[config.mk]
export PLATFORM = sky130hd
export DESIGN_NAME = ahpbh_top
export DESIGN_NICKNAME = d
export VERILOG_FILES = /design/src/ahpbh_pkg.sv /design/src/ahpbh_top.sv
export SDC_FILE = /design/constraint.sdc
export NUM_CORES = 1
export LEC_CHECK = 0
export BUFFER_PORTS_ARGS = -buffer_cell sky130_fd_sc_hd__buf_2
export CORE_ASPECT_RATIO = 0.7
export CORE_UTILIZATION = 40
export DETAILED_ROUTE_END_ITERATION = 8
export PLACE_DENSITY = 0.66
export REMOVE_ABC_BUFFERS = 1
export SETUP_SLACK_MARGIN = 0.3
export SLEW_MARGIN = 20
export SYNTH_ARGS = -nofsm -noshare
export SYNTH_HDL_FRONTEND = slang
export SYNTH_SLANG_ARGS = --single-unit
export TNS_END_PERCENT = 10
[constraint.sdc]
create_clock -name I_CLK -period 3 [get_ports I_CLK]
set_clock_uncertainty 0.15 [all_clocks]
set_input_delay 0.45 -clock I_CLK [delete_from_list [all_inputs] [get_ports I_CLK]]
set_output_delay 0.45 -clock I_CLK [all_outputs]
set_load 0.1 [all_outputs]
[src/ahpbh_pkg.sv]
// constants and types of the asynchronous host port and bus handoff block
// assumes a core clock of 100 MHz and an external bus clock derived from it
package ahpbh_pkg;

  // ****************************************
  // clocking
  // ****************************************
  localparam int CORE_PERIOD_PS = 10000;
  localparam int CLK_RATIO = 4;
  // host read: ready held low at least 1.5 core periods
  localparam int RD_LOW_MIN_PS = 15000;
  localparam int RD_LOW_CYC = (RD_LOW_MIN_PS + CORE_PERIOD_PS - 1) / CORE_PERIOD_PS;
  // bus synchronization after reset release
  localparam int SYNC_CYC = 16;

  // ****************************************
  // widths and reset values
  // ****************************************
  localparam int ADDR_W = 18;
  localparam int IOP_W = 9;
  localparam int DATA_W = 32;
  localparam logic [31:0] DATA_RST = 32'h0000_0000;

  // ****************************************
  // state encodings
  // ****************************************
  typedef enum logic [5:0] {
    BUS_SYNC = 6'b00_0001,
    BUS_OWN = 6'b00_0010,
    BUS_GIVE = 6'b00_0100,
    BUS_HOST = 6'b00_1000,
    BUS_TAKE = 6'b01_0000,
    BUS_SUSP = 6'b10_0000
  } ahpbh_bus_t;

  typedef enum logic [3:0] {
    ACC_IDLE = 4'b0001,
    ACC_RD = 4'b0010,
    ACC_WR = 4'b0100,
    ACC_DONE = 4'b1000
  } ahpbh_acc_t;

endpackage : ahpbh_pkg

[src/ahpbh_top.sv]
// host access port with handoff of the external memory interface
// assumes all pins are synchronous to I_CLK; the host keeps its side of the handshake
//
// Summary of operation
// - request seen before reset; grant after sync
// - host reaches only I/O processor registers
// - reset ignores suspend, requests and multiprocessor accesses
// - write stalls on ready only when FIFO full
// - read: ready low 2 cycles, data first
// - float address, strobes, boot select before grant
// - resume driving one external period after grant
// - floated set: address, strobes, selects, boot select
// - grant and clock enable offset by one and a half ratios
// - sequencing on bus, host transitions and suspend
module ahpbh_top #(
  parameter int CLK_RATIO = ahpbh_pkg::CLK_RATIO,
  parameter int ADDR_W = ahpbh_pkg::ADDR_W,
  parameter int IOP_W = ahpbh_pkg::IOP_W,
  parameter int DATA_W = ahpbh_pkg::DATA_W
) (
  // clock and reset
  input wire logic I_CLK,
  input wire logic I_NRST,
  // host request and strobes
  input wire logic I_CS_N,
  input wire logic I_HOST_BUS_REQUEST_N,
  input wire logic I_SUSPEND_BUS_THREE_STATE_N,
  input wire logic I_RD_N,
  input wire logic I_WR_N,
  input wire logic [ADDR_W-1:0] I_ADDR,
  input wire logic [DATA_W-1:0] I_DATA,
  input wire logic I_EPROM_BOOT,
  // host answers
  output logic O_HOST_BUS_GRANT_N,
  output logic O_HOST_ACCESS_READY,
  output logic O_HOST_ACCESS_READY_OE_N,
  output logic [DATA_W-1:0] O_DATA,
  output logic O_DATA_OE_N,
  // memory interface drive enables
  output logic O_ADDR_SEL_OE_N,
  output logic O_STROBE_OE_N,
  output logic O_BOOT_MEMORY_SELECT_OE_N,
  output logic O_OUTPUT_CLOCK_OE_N,
  // io processor register side
  output logic O_IOP_RD,
  output logic O_IOP_WR,
  output logic [IOP_W-1:0] O_IOP_ADDR,
  output logic [DATA_W-1:0] O_IOP_WDATA,
  input wire logic [DATA_W-1:0] I_IOP_RDATA,
  input wire logic I_IOP_WFIFO_FULL
);

  // ****************************************
  // handoff timing in core cycles
  // ****************************************
  localparam int STB_CYC = CLK_RATIO / 2;
  localparam int BMS_CYC = CLK_RATIO;
  localparam int GRANT_CYC = (3 * CLK_RATIO + 1) / 2;
  localparam int RES_CYC = CLK_RATIO;
  // half a bus clock period in core cycles; 0.5 and 1.5 both round down
  localparam int CLKN_CYC = CLK_RATIO / 2;
  localparam int TAKE_END = RES_CYC + CLKN_CYC;
  localparam int RD_LOW = ahpbh_pkg::RD_LOW_CYC;

  typedef struct packed {
    ahpbh_pkg::ahpbh_bus_t bus;
    ahpbh_pkg::ahpbh_acc_t acc;
    logic [7:0] cnt;
    logic [3:0] acnt;
    logic rd_n;
    logic wr_n;
    logic eprom;
    logic in_iop;
    logic grant_n;
    logic addr_oe_n;
    logic strobe_oe_n;
    logic bms_oe_n;
    logic clk_oe_n;
    logic ready;
    logic data_oe_n;
    logic [DATA_W-1:0] data;
    logic iop_rd;
    logic iop_wr;
    logic [IOP_W-1:0] iop_addr;
    logic [DATA_W-1:0] wdata;
  } ahpbh_state_t;

  ahpbh_state_t s;
  ahpbh_state_t next_s;
  logic addr_in_iop;
  logic rd_start;
  logic wr_start;

  // internal memory sits above the register space and is not reachable
  assign addr_in_iop = (I_ADDR[ADDR_W-1:IOP_W] == '0);
  assign rd_start = s.rd_n && !I_RD_N && !I_CS_N;
  assign wr_start = s.wr_n && !I_WR_N && !I_CS_N;

  // ****************************************
  // next state
  // ****************************************
  always_comb
  begin
    next_s = s;
    next_s.rd_n = I_RD_N;
    next_s.wr_n = I_WR_N;
    next_s.iop_rd = 1'b0;
    next_s.iop_wr = 1'b0;
    case (s.bus)
      ahpbh_pkg::BUS_SYNC:
      begin
        // request already low is simply seen once sync ends
        next_s.cnt = s.cnt + 8'd1;
        if (s.cnt == 8'(ahpbh_pkg::SYNC_CYC - 1))
        begin
          next_s.bus = ahpbh_pkg::BUS_OWN;
          next_s.eprom = I_EPROM_BOOT;
          next_s.addr_oe_n = 1'b0;
          next_s.strobe_oe_n = 1'b0;
          next_s.bms_oe_n = !I_EPROM_BOOT;
          next_s.clk_oe_n = 1'b0;
        end
      end
      ahpbh_pkg::BUS_OWN:
      begin
        next_s.cnt = 8'd0;
        if (!I_SUSPEND_BUS_THREE_STATE_N)
        begin
          next_s.bus = ahpbh_pkg::BUS_SUSP;
          next_s.addr_oe_n = 1'b1;
          next_s.strobe_oe_n = 1'b1;
          next_s.bms_oe_n = 1'b1;
          next_s.clk_oe_n = 1'b1;
        end
        else if (!I_HOST_BUS_REQUEST_N)
        begin
          next_s.bus = ahpbh_pkg::BUS_GIVE;
          next_s.addr_oe_n = 1'b1;
          next_s.clk_oe_n = 1'b1;
        end
      end
      ahpbh_pkg::BUS_GIVE:
      begin
        next_s.cnt = s.cnt + 8'd1;
        if (s.cnt == 8'(STB_CYC - 1))
          next_s.strobe_oe_n = 1'b1;
        if (s.cnt == 8'(BMS_CYC - 1))
          next_s.bms_oe_n = 1'b1;
        if (s.cnt == 8'(GRANT_CYC - 1))
        begin
          next_s.grant_n = 1'b0;
          next_s.bus = ahpbh_pkg::BUS_HOST;
        end
      end
      ahpbh_pkg::BUS_HOST:
      begin
        next_s.cnt = 8'd0;
        if (I_HOST_BUS_REQUEST_N)
        begin
          next_s.grant_n = 1'b1;
          next_s.bus = ahpbh_pkg::BUS_TAKE;
        end
      end
      ahpbh_pkg::BUS_TAKE:
      begin
        next_s.cnt = s.cnt + 8'd1;
        if (s.cnt == 8'(RES_CYC - 1))
        begin
          next_s.addr_oe_n = 1'b0;
          next_s.strobe_oe_n = 1'b0;
          next_s.bms_oe_n = !s.eprom;
        end
        if (s.cnt == 8'(TAKE_END - 1))
        begin
          next_s.clk_oe_n = 1'b0;
          next_s.bus = ahpbh_pkg::BUS_OWN;
        end
      end
      ahpbh_pkg::BUS_SUSP:
      begin
        next_s.cnt = 8'd0;
        if (I_SUSPEND_BUS_THREE_STATE_N)
          next_s.bus = ahpbh_pkg::BUS_TAKE;
      end
      default:
        next_s.bus = ahpbh_pkg::BUS_SYNC;
    endcase

    // ****************************************
    // host register access
    // ****************************************
    case (s.acc)
      ahpbh_pkg::ACC_IDLE:
      begin
        next_s.acnt = 4'd0;
        next_s.iop_addr = I_ADDR[IOP_W-1:0];
        next_s.in_iop = addr_in_iop;
        // strobes count only once the grant is out
        if (s.bus == ahpbh_pkg::BUS_HOST && rd_start)
        begin
          next_s.ready = 1'b0;
          next_s.iop_rd = addr_in_iop;
          next_s.acc = ahpbh_pkg::ACC_RD;
        end
        else if (s.bus == ahpbh_pkg::BUS_HOST && wr_start)
        begin
          next_s.wdata = I_DATA;
          if (I_IOP_WFIFO_FULL)
          begin
            next_s.ready = 1'b0;
            next_s.acc = ahpbh_pkg::ACC_WR;
          end
          else
          begin
            next_s.iop_wr = addr_in_iop;
            next_s.acc = ahpbh_pkg::ACC_DONE;
          end
        end
      end
      ahpbh_pkg::ACC_RD:
      begin
        next_s.acnt = s.acnt + 4'd1;
        if (s.acnt == 4'd0)
        begin
          // data lands before ready rises
          next_s.data = s.in_iop ? I_IOP_RDATA : ahpbh_pkg::DATA_RST;
          next_s.data_oe_n = 1'b0;
        end
        if (s.acnt == 4'(RD_LOW - 1))
        begin
          next_s.ready = 1'b1;
          next_s.acc = ahpbh_pkg::ACC_DONE;
        end
      end
      ahpbh_pkg::ACC_WR:
      begin
        if (!I_IOP_WFIFO_FULL)
        begin
          next_s.ready = 1'b1;
          next_s.iop_wr = s.in_iop;
          next_s.acc = ahpbh_pkg::ACC_DONE;
        end
      end
      ahpbh_pkg::ACC_DONE:
      begin
        if (I_RD_N && I_WR_N)
        begin
          next_s.data_oe_n = 1'b1;
          next_s.acc = ahpbh_pkg::ACC_IDLE;
        end
      end
      default:
        next_s.acc = ahpbh_pkg::ACC_IDLE;
    endcase
  end

  // ****************************************
  // state register
  // ****************************************
  // reset holds everything, so suspend, requests and remote accesses are ignored
  always_ff @(posedge I_CLK or negedge I_NRST)
  begin
    if (!I_NRST)
    begin
      s <= '0;
      s.bus <= ahpbh_pkg::BUS_SYNC;
      s.acc <= ahpbh_pkg::ACC_IDLE;
      s.rd_n <= 1'b1;
      s.wr_n <= 1'b1;
      s.grant_n <= 1'b1;
      s.addr_oe_n <= 1'b1;
      s.strobe_oe_n <= 1'b1;
      s.bms_oe_n <= 1'b1;
      s.clk_oe_n <= 1'b1;
      s.ready <= 1'b1;
      s.data_oe_n <= 1'b1;
    end
    else
      s <= next_s;
  end

  // ****************************************
  // outputs
  // ****************************************
  assign O_HOST_BUS_GRANT_N = s.grant_n;
  assign O_HOST_ACCESS_READY = s.ready;
  // active drive only while select and request are both low under grant
  assign O_HOST_ACCESS_READY_OE_N = !(s.bus == ahpbh_pkg::BUS_HOST && !I_CS_N &&
                                      !I_HOST_BUS_REQUEST_N);
  assign O_DATA = s.data;
  assign O_DATA_OE_N = s.data_oe_n;
  assign O_ADDR_SEL_OE_N = s.addr_oe_n;
  assign O_STROBE_OE_N = s.strobe_oe_n;
  assign O_BOOT_MEMORY_SELECT_OE_N = s.bms_oe_n;
  assign O_OUTPUT_CLOCK_OE_N = s.clk_oe_n;
  assign O_IOP_RD = s.iop_rd;
  assign O_IOP_WR = s.iop_wr;
  assign O_IOP_ADDR = s.iop_addr;
  assign O_IOP_WDATA = s.wdata;
endmodule // ahpbh_top

# Yosys cells after proc, flatten, opt, wreduce, memory -nomap -nowiden
# Index checks and enable logic that the tools add are counted.
[totals]
input_bits = 91
register_bits = 108
out_inout_bits = 83
wordCells = 140
[op_classes]
n_eq_ne = 31
n_mux = 47
n_bitwise = 1
addsub = 2
reduce_logical = 39
[ops]
columns = ["cell", "count"]
rows = [
  ["6-bit two-way mux", 7],
  ["6-bit one-hot mux with 6 select lines", 1],
  ["33-bit two-way mux", 1],
  ["32-bit two-way mux", 1],
  ["4-bit two-way mux", 7],
  ["2-bit != test (second input constant)", 13],
  ["1-bit two-way mux", 18],
  ["4-bit one-hot mux with 4 select lines", 1],
  ["8-bit one-hot mux with 2 select lines", 1],
  ["5-bit AND reduction", 3],
  ["4-bit AND reduction", 3],
  ["1-bit logical AND", 9],
  ["9-bit logical NOT", 1],
  ["3-bit != test (second input constant)", 3],
  ["1-bit one-hot mux with 3 select lines", 3],
  ["3-bit AND reduction", 3],
  ["8-bit by 1-bit adder with 8-bit output (second input constant)", 1],
  ["4-bit by 1-bit == test with 1-bit output (second input constant)", 2],
  ["8-bit by 1-bit == test with 1-bit output (second input constant)", 1],
  ["8-bit by 2-bit == test with 1-bit output (second input constant)", 1],
  ["8-bit by 3-bit == test with 1-bit output (second input constant)", 1],
  ["8-bit by 4-bit == test with 1-bit output (second input constant)", 1],
  ["2-bit one-hot mux with 4 select lines", 1],
  ["4-bit one-hot mux with 2 select lines", 1],
  ["22 further kinds", 36],
]

# Logic depth before layout (Yosys ltp)
[logic_depth]
ltp_word = 7
ltp_mapped = 7
ltp_nobuf = 7

# Worst setup path after synthesis
# No wires, ideal clock.
[synth_timing]
path_kind = "register to output"
startpoint = "register s[104] (netlist bit)"
endpoint = "output port O_HOST_ACCESS_READY_OE_N"
required_time_ns = 2.400
arrival_time_ns = 1.614
stages_incl_launch_ff = 5
path_buffers = 1
setup_slack_ns = 0.786
cell_sequence = "dfrtp_1 > buf_6 > nor4b_2 > nor3b_2 > nand2_1"
[synth_between]
elab_chain_len = 4
[synth_rtl]
columns = ["element", "line_no", "text"]
rows = [
  ["from (decl)", "ahpbh_top.sv:88", "ahpbh_state_t s;"],
  ["from (signal assigned)", "ahpbh_top.sv:279", "s <= next_s;"],
  ["6-bit by 4-bit == test with 1-bit output", "ahpbh_top.sv:288", "assign O_HOST_ACCESS_READY_OE_N = !(s.bus == ahpbh_pkg::BUS_HOST && !I_CS_N &&"],
  ["1-bit logical AND (2 in series)", "ahpbh_top.sv:288", ""],
  ["1-bit logical NOT", "ahpbh_top.sv:288", ""],
  ["to (decl)", "ahpbh_top.sv:36", "output logic O_HOST_ACCESS_READY_OE_N,"],
]
# No other way between the ends.

# Worst setup path after layout
[layout_timing]
startpoint = "register s[106] (netlist bit)"
endpoint = "output port O_HOST_ACCESS_READY_OE_N"
# The elaborated chain is that of the path after synthesis.

==> impl_metrics.ini <==
[run_status]
outcome = completed

[placement]
numPortBuffers = 173
place_hpwl_um = 8400
gp_congestion = 0.878
dpl_cell_area_um2 = 5750

[sta]
finalCritPeriodShare_pct = 83.5
timing.slew.headroom_pct = 54.6
min_period_ns = 2.50
rsz0062_at_grt = no
worst_pin_slew_ns = 0.672
slew_violations = 0
fmax_mhz = 399
finalSetupViolCount = 0
hold_violations = 0

[drt]
dr.pass1.iters = 5
routedWlPerCell_um = 14.6
ant_nets = 0
vias = 3809
viasPerCell = 5.01
drc_errors = 0
drtIter0Drc = 262
wirelength_um = 11100

[clock_tree]
cts_buffer_depth = 2
clk_latency_ns = 0.34
cts_root_buf = clkbuf_16
h-tree-depth = 3
cts_buffers = 9
cts_tree = built
clk_pin_slew_worst_paths_ns = 0.07
numClockSinks = 108
post_cts_buffers = 0

[pwr]
cellInternalPower_mw = 2.64
total_power_mw = 4.29
p_comb_share_pct = 32.3
p_leak_nw = 3.06
swShare_pct = 38.6
clkPwrFrac_pct = 27.0
powerDensity_nw_per_um2 = 709
power_frac_seq_pct = 40.7
max-vdd-ir-drop_uv = 578
p_sw_mw = 1.66

[worst_setup_path]
required_ns = 2.40
start_kind = flop
cp.arrival_ns = 1.90
end_kind = output port
worstSetupPathType = reg -> out
reg2reg_depth = 5
crit_fanout = 9

[yosys]
ys_seq_elements = 108
yosysWarnings = 0
syn_area_um2 = 5280
avgSynthCellArea_um2 = 10.6
synth-edff-count = 0
synth_ff_type = dfrtp_1
async_flop_share_pct = 100
synth_seq_area_share_pct = 51.5
netlist_instances = 497
ys_types = 58

[global_route]
antenna_found_initial = 0
grt_pass1_wl_um = 19100
overflow = 0
grt_max_degree = 60
grt_pass1_vias = 3868
grt.total_usage_pct = 17.5

[floorplanning]
ios = 174
initial_core_util_pct = 41.8
die_y_um = 98.1
chipWidth_um = 139
placementRows = 34
dieArea_um2 = 13700
core_area_um2 = 12600

[layout]
nFillCells = 1186
multi_input_area_um2 = 1890
postLayoutCoreUtil_pct = 47.9
area_growth_pct = 14.7
nNetsFinal = 690
seq_area_um2 = 2720
finalInstanceArea_um2 = 6050
antenna_cells = 0
layout-drive-gt1-share_pct = 38.6

[hold_path]
whs_path_depth = 1
min_path_type = in -> reg

[flow_run]
drv_cap = 0
## registers in the layout, indices dropped and copies added (netlist names)
register,flops
O_ADDR_SEL_OE_N,1
O_BOOT_MEMORY_SELECT_OE_N,1
O_DATA,32
O_DATA_OE_N,1
O_HOST_ACCESS_READY,1
O_HOST_BUS_GRANT_N,1
O_IOP_ADDR,9
O_IOP_RD,1
O_IOP_WDATA,32
O_IOP_WR,1
O_OUTPUT_CLOCK_OE_N,1
O_STROBE_OE_N,1
s,26
## cell type report
class	count	area share [%]
multi-input cells	289	31.2
well taps	162	3.35
inverters	8	0.496
clock inverters	6	0.909
repair buffers	178	15.2
flip-flops and latches	108	44.9
clock buffers	10	3.95
## worst max-delay path, cell delays in order, from the launching register on
cell     delay (ns)
dfrtp_1        0.49
nor4b_2        0.41
nor3b_2        0.29
nand2_1        0.08
buf_2          0.29
## cells by family (layout without fill, tap and decap cells)
group                      count (synthesis)  after routing  synth area share, %
and+or+nand+nor                          152            152                 14.8
buffers and inverters                    100            202                 12.8
DFF                                      108            108                 51.5
AOI/OAI and AO/OA                         83             83                 9.58
xor gates and xnor gates                   6              6                0.996
muxes                                     43             43                 9.15
adders and majority gates                  5              5                 1.19
## routing by layer
metal  routed length (um)  global-route usage (%)  part of all wire [%]
met1                 4910                    22.6                    44
met2                 5130                    28.3                    46
met3                  994                    6.13                   8.9
met4                   98                    4.10                  0.88
met5                    0                       0                     0
## stage by stage
step | setup TNS, ns | setup WS [ns] | hold slack, ns | std cells
global placement | 0 | 0.801 | 0.307 | 744
floorplan | -10.21 | -0.321 | 0.00441 | 405
finish | 0 | 0.495 | 0.0825 | 761
detailed placement | 0 | 0.752 | 0.315 | 744
global route | 0 | 0.324 | 0.0652 | 761
CTS | 0 | 0.465 | 0.0655 | 761
## synthesized netlist by cell type, types with 2 or more instances
master / count / area (um^2)
nand4b_1: 2 / 17.5
nand2b_1: 2 / 12.5
buf_6: 3 / 33.8
mux2_1: 29 / 327
nor4_1: 4 / 25.0
nand2_1: 82 / 308
nor2b_1: 4 / 25.0
buf_2: 4 / 20.0
nand3_1: 6 / 30.0
or3_1: 6 / 37.5
o211a_1: 2 / 20.0
ha_1: 5 / 62.6
dfrtp_1: 97 / 2430
mux2_2: 13 / 146
xnor2_1: 2 / 17.5
buf_4: 73 / 548
nand4_1: 3 / 18.8
inv_1: 8 / 30.0
a21oi_1: 13 / 65.1
and2_1: 2 / 12.5
nor4b_2: 2 / 30.0
or2_2: 2 / 12.5
clkbuf_1: 12 / 45.0
o21ai_0: 43 / 215
dfstp_2: 11 / 289
nor3_1: 5 / 25.0
or4_1: 3 / 22.5
o31ai_1: 4 / 30.0
nor2_1: 14 / 52.6
or3_2: 2 / 15.0
xor2_1: 4 / 35.0
a21o_1: 3 / 22.5
o21a_1: 2 / 15.0
a31oi_1: 3 / 18.8
nor4b_1: 4 / 35.0
## cell usage in the layout, fill, tap and decap left out, drive strengths merged, types with 3 or more instances in the layout
cell / netlist / layout
dfrtp: 97 / 97
o31ai: 4 / 4
a21oi: 13 / 13
buf: 80 / 177
a21o: 3 / 3
nor3: 5 / 5
o21ai: 43 / 43
xor2: 4 / 4
a31oi: 3 / 3
mux2: 42 / 42
or4: 4 / 4
nor2: 14 / 14
nor4: 5 / 5
nand3: 6 / 6
inv: 8 / 11
nand4: 3 / 3
or3: 8 / 8
nor2b: 4 / 4
clkbuf: 12 / 10
nand2: 82 / 82
nor4b: 7 / 7
dfstp: 11 / 11
ha: 5 / 5
## power by group through the flow
stage                     combinational, mW  sequential (mW)  clock (mW)
final                                  1.39             1.75        1.16
after global routing                   1.50             1.77        1.26
after CTS                              1.39             1.75        1.20
after detailed placement               1.39             1.77           0
after global placement                 1.37             1.77           0
after floorplan                       0.530             2.30           0
## final timing paths
| path | to | startpoint | slack, ns |
|---|---|---|---|
| worst max-delay path | O_HOST_ACCESS_READY_OE_N | s[106]$_DFFE_PN0P_ | 0.50 |
| worst min-delay path | s[85]$_DFF_PN1_ | I_RD_N | 0.08 |
| worst max register to register | s[96]$_DFFE_PN0P_ | s[106]$_DFFE_PN0P_ | 0.74 |
| worst min register to register | O_DATA[28]$_DFFE_PN0P_ | O_DATA[28]$_DFFE_PN0P_ | 0.33 |
| max in group asynchronous | s[98]$_DFFE_PN1P_ | I_NRST | 1.40 |
| min in group asynchronous | O_IOP_WDATA[15]$_DFFE_PN0P_ | I_NRST | 0.52 |
## what timing repair did
item / in CTS / in global routing
hold buffers: 1 / 0
resized for setup: 0 / 0
hold endpoints to repair: 28 / 0
(Power assumes the default switching activity.)
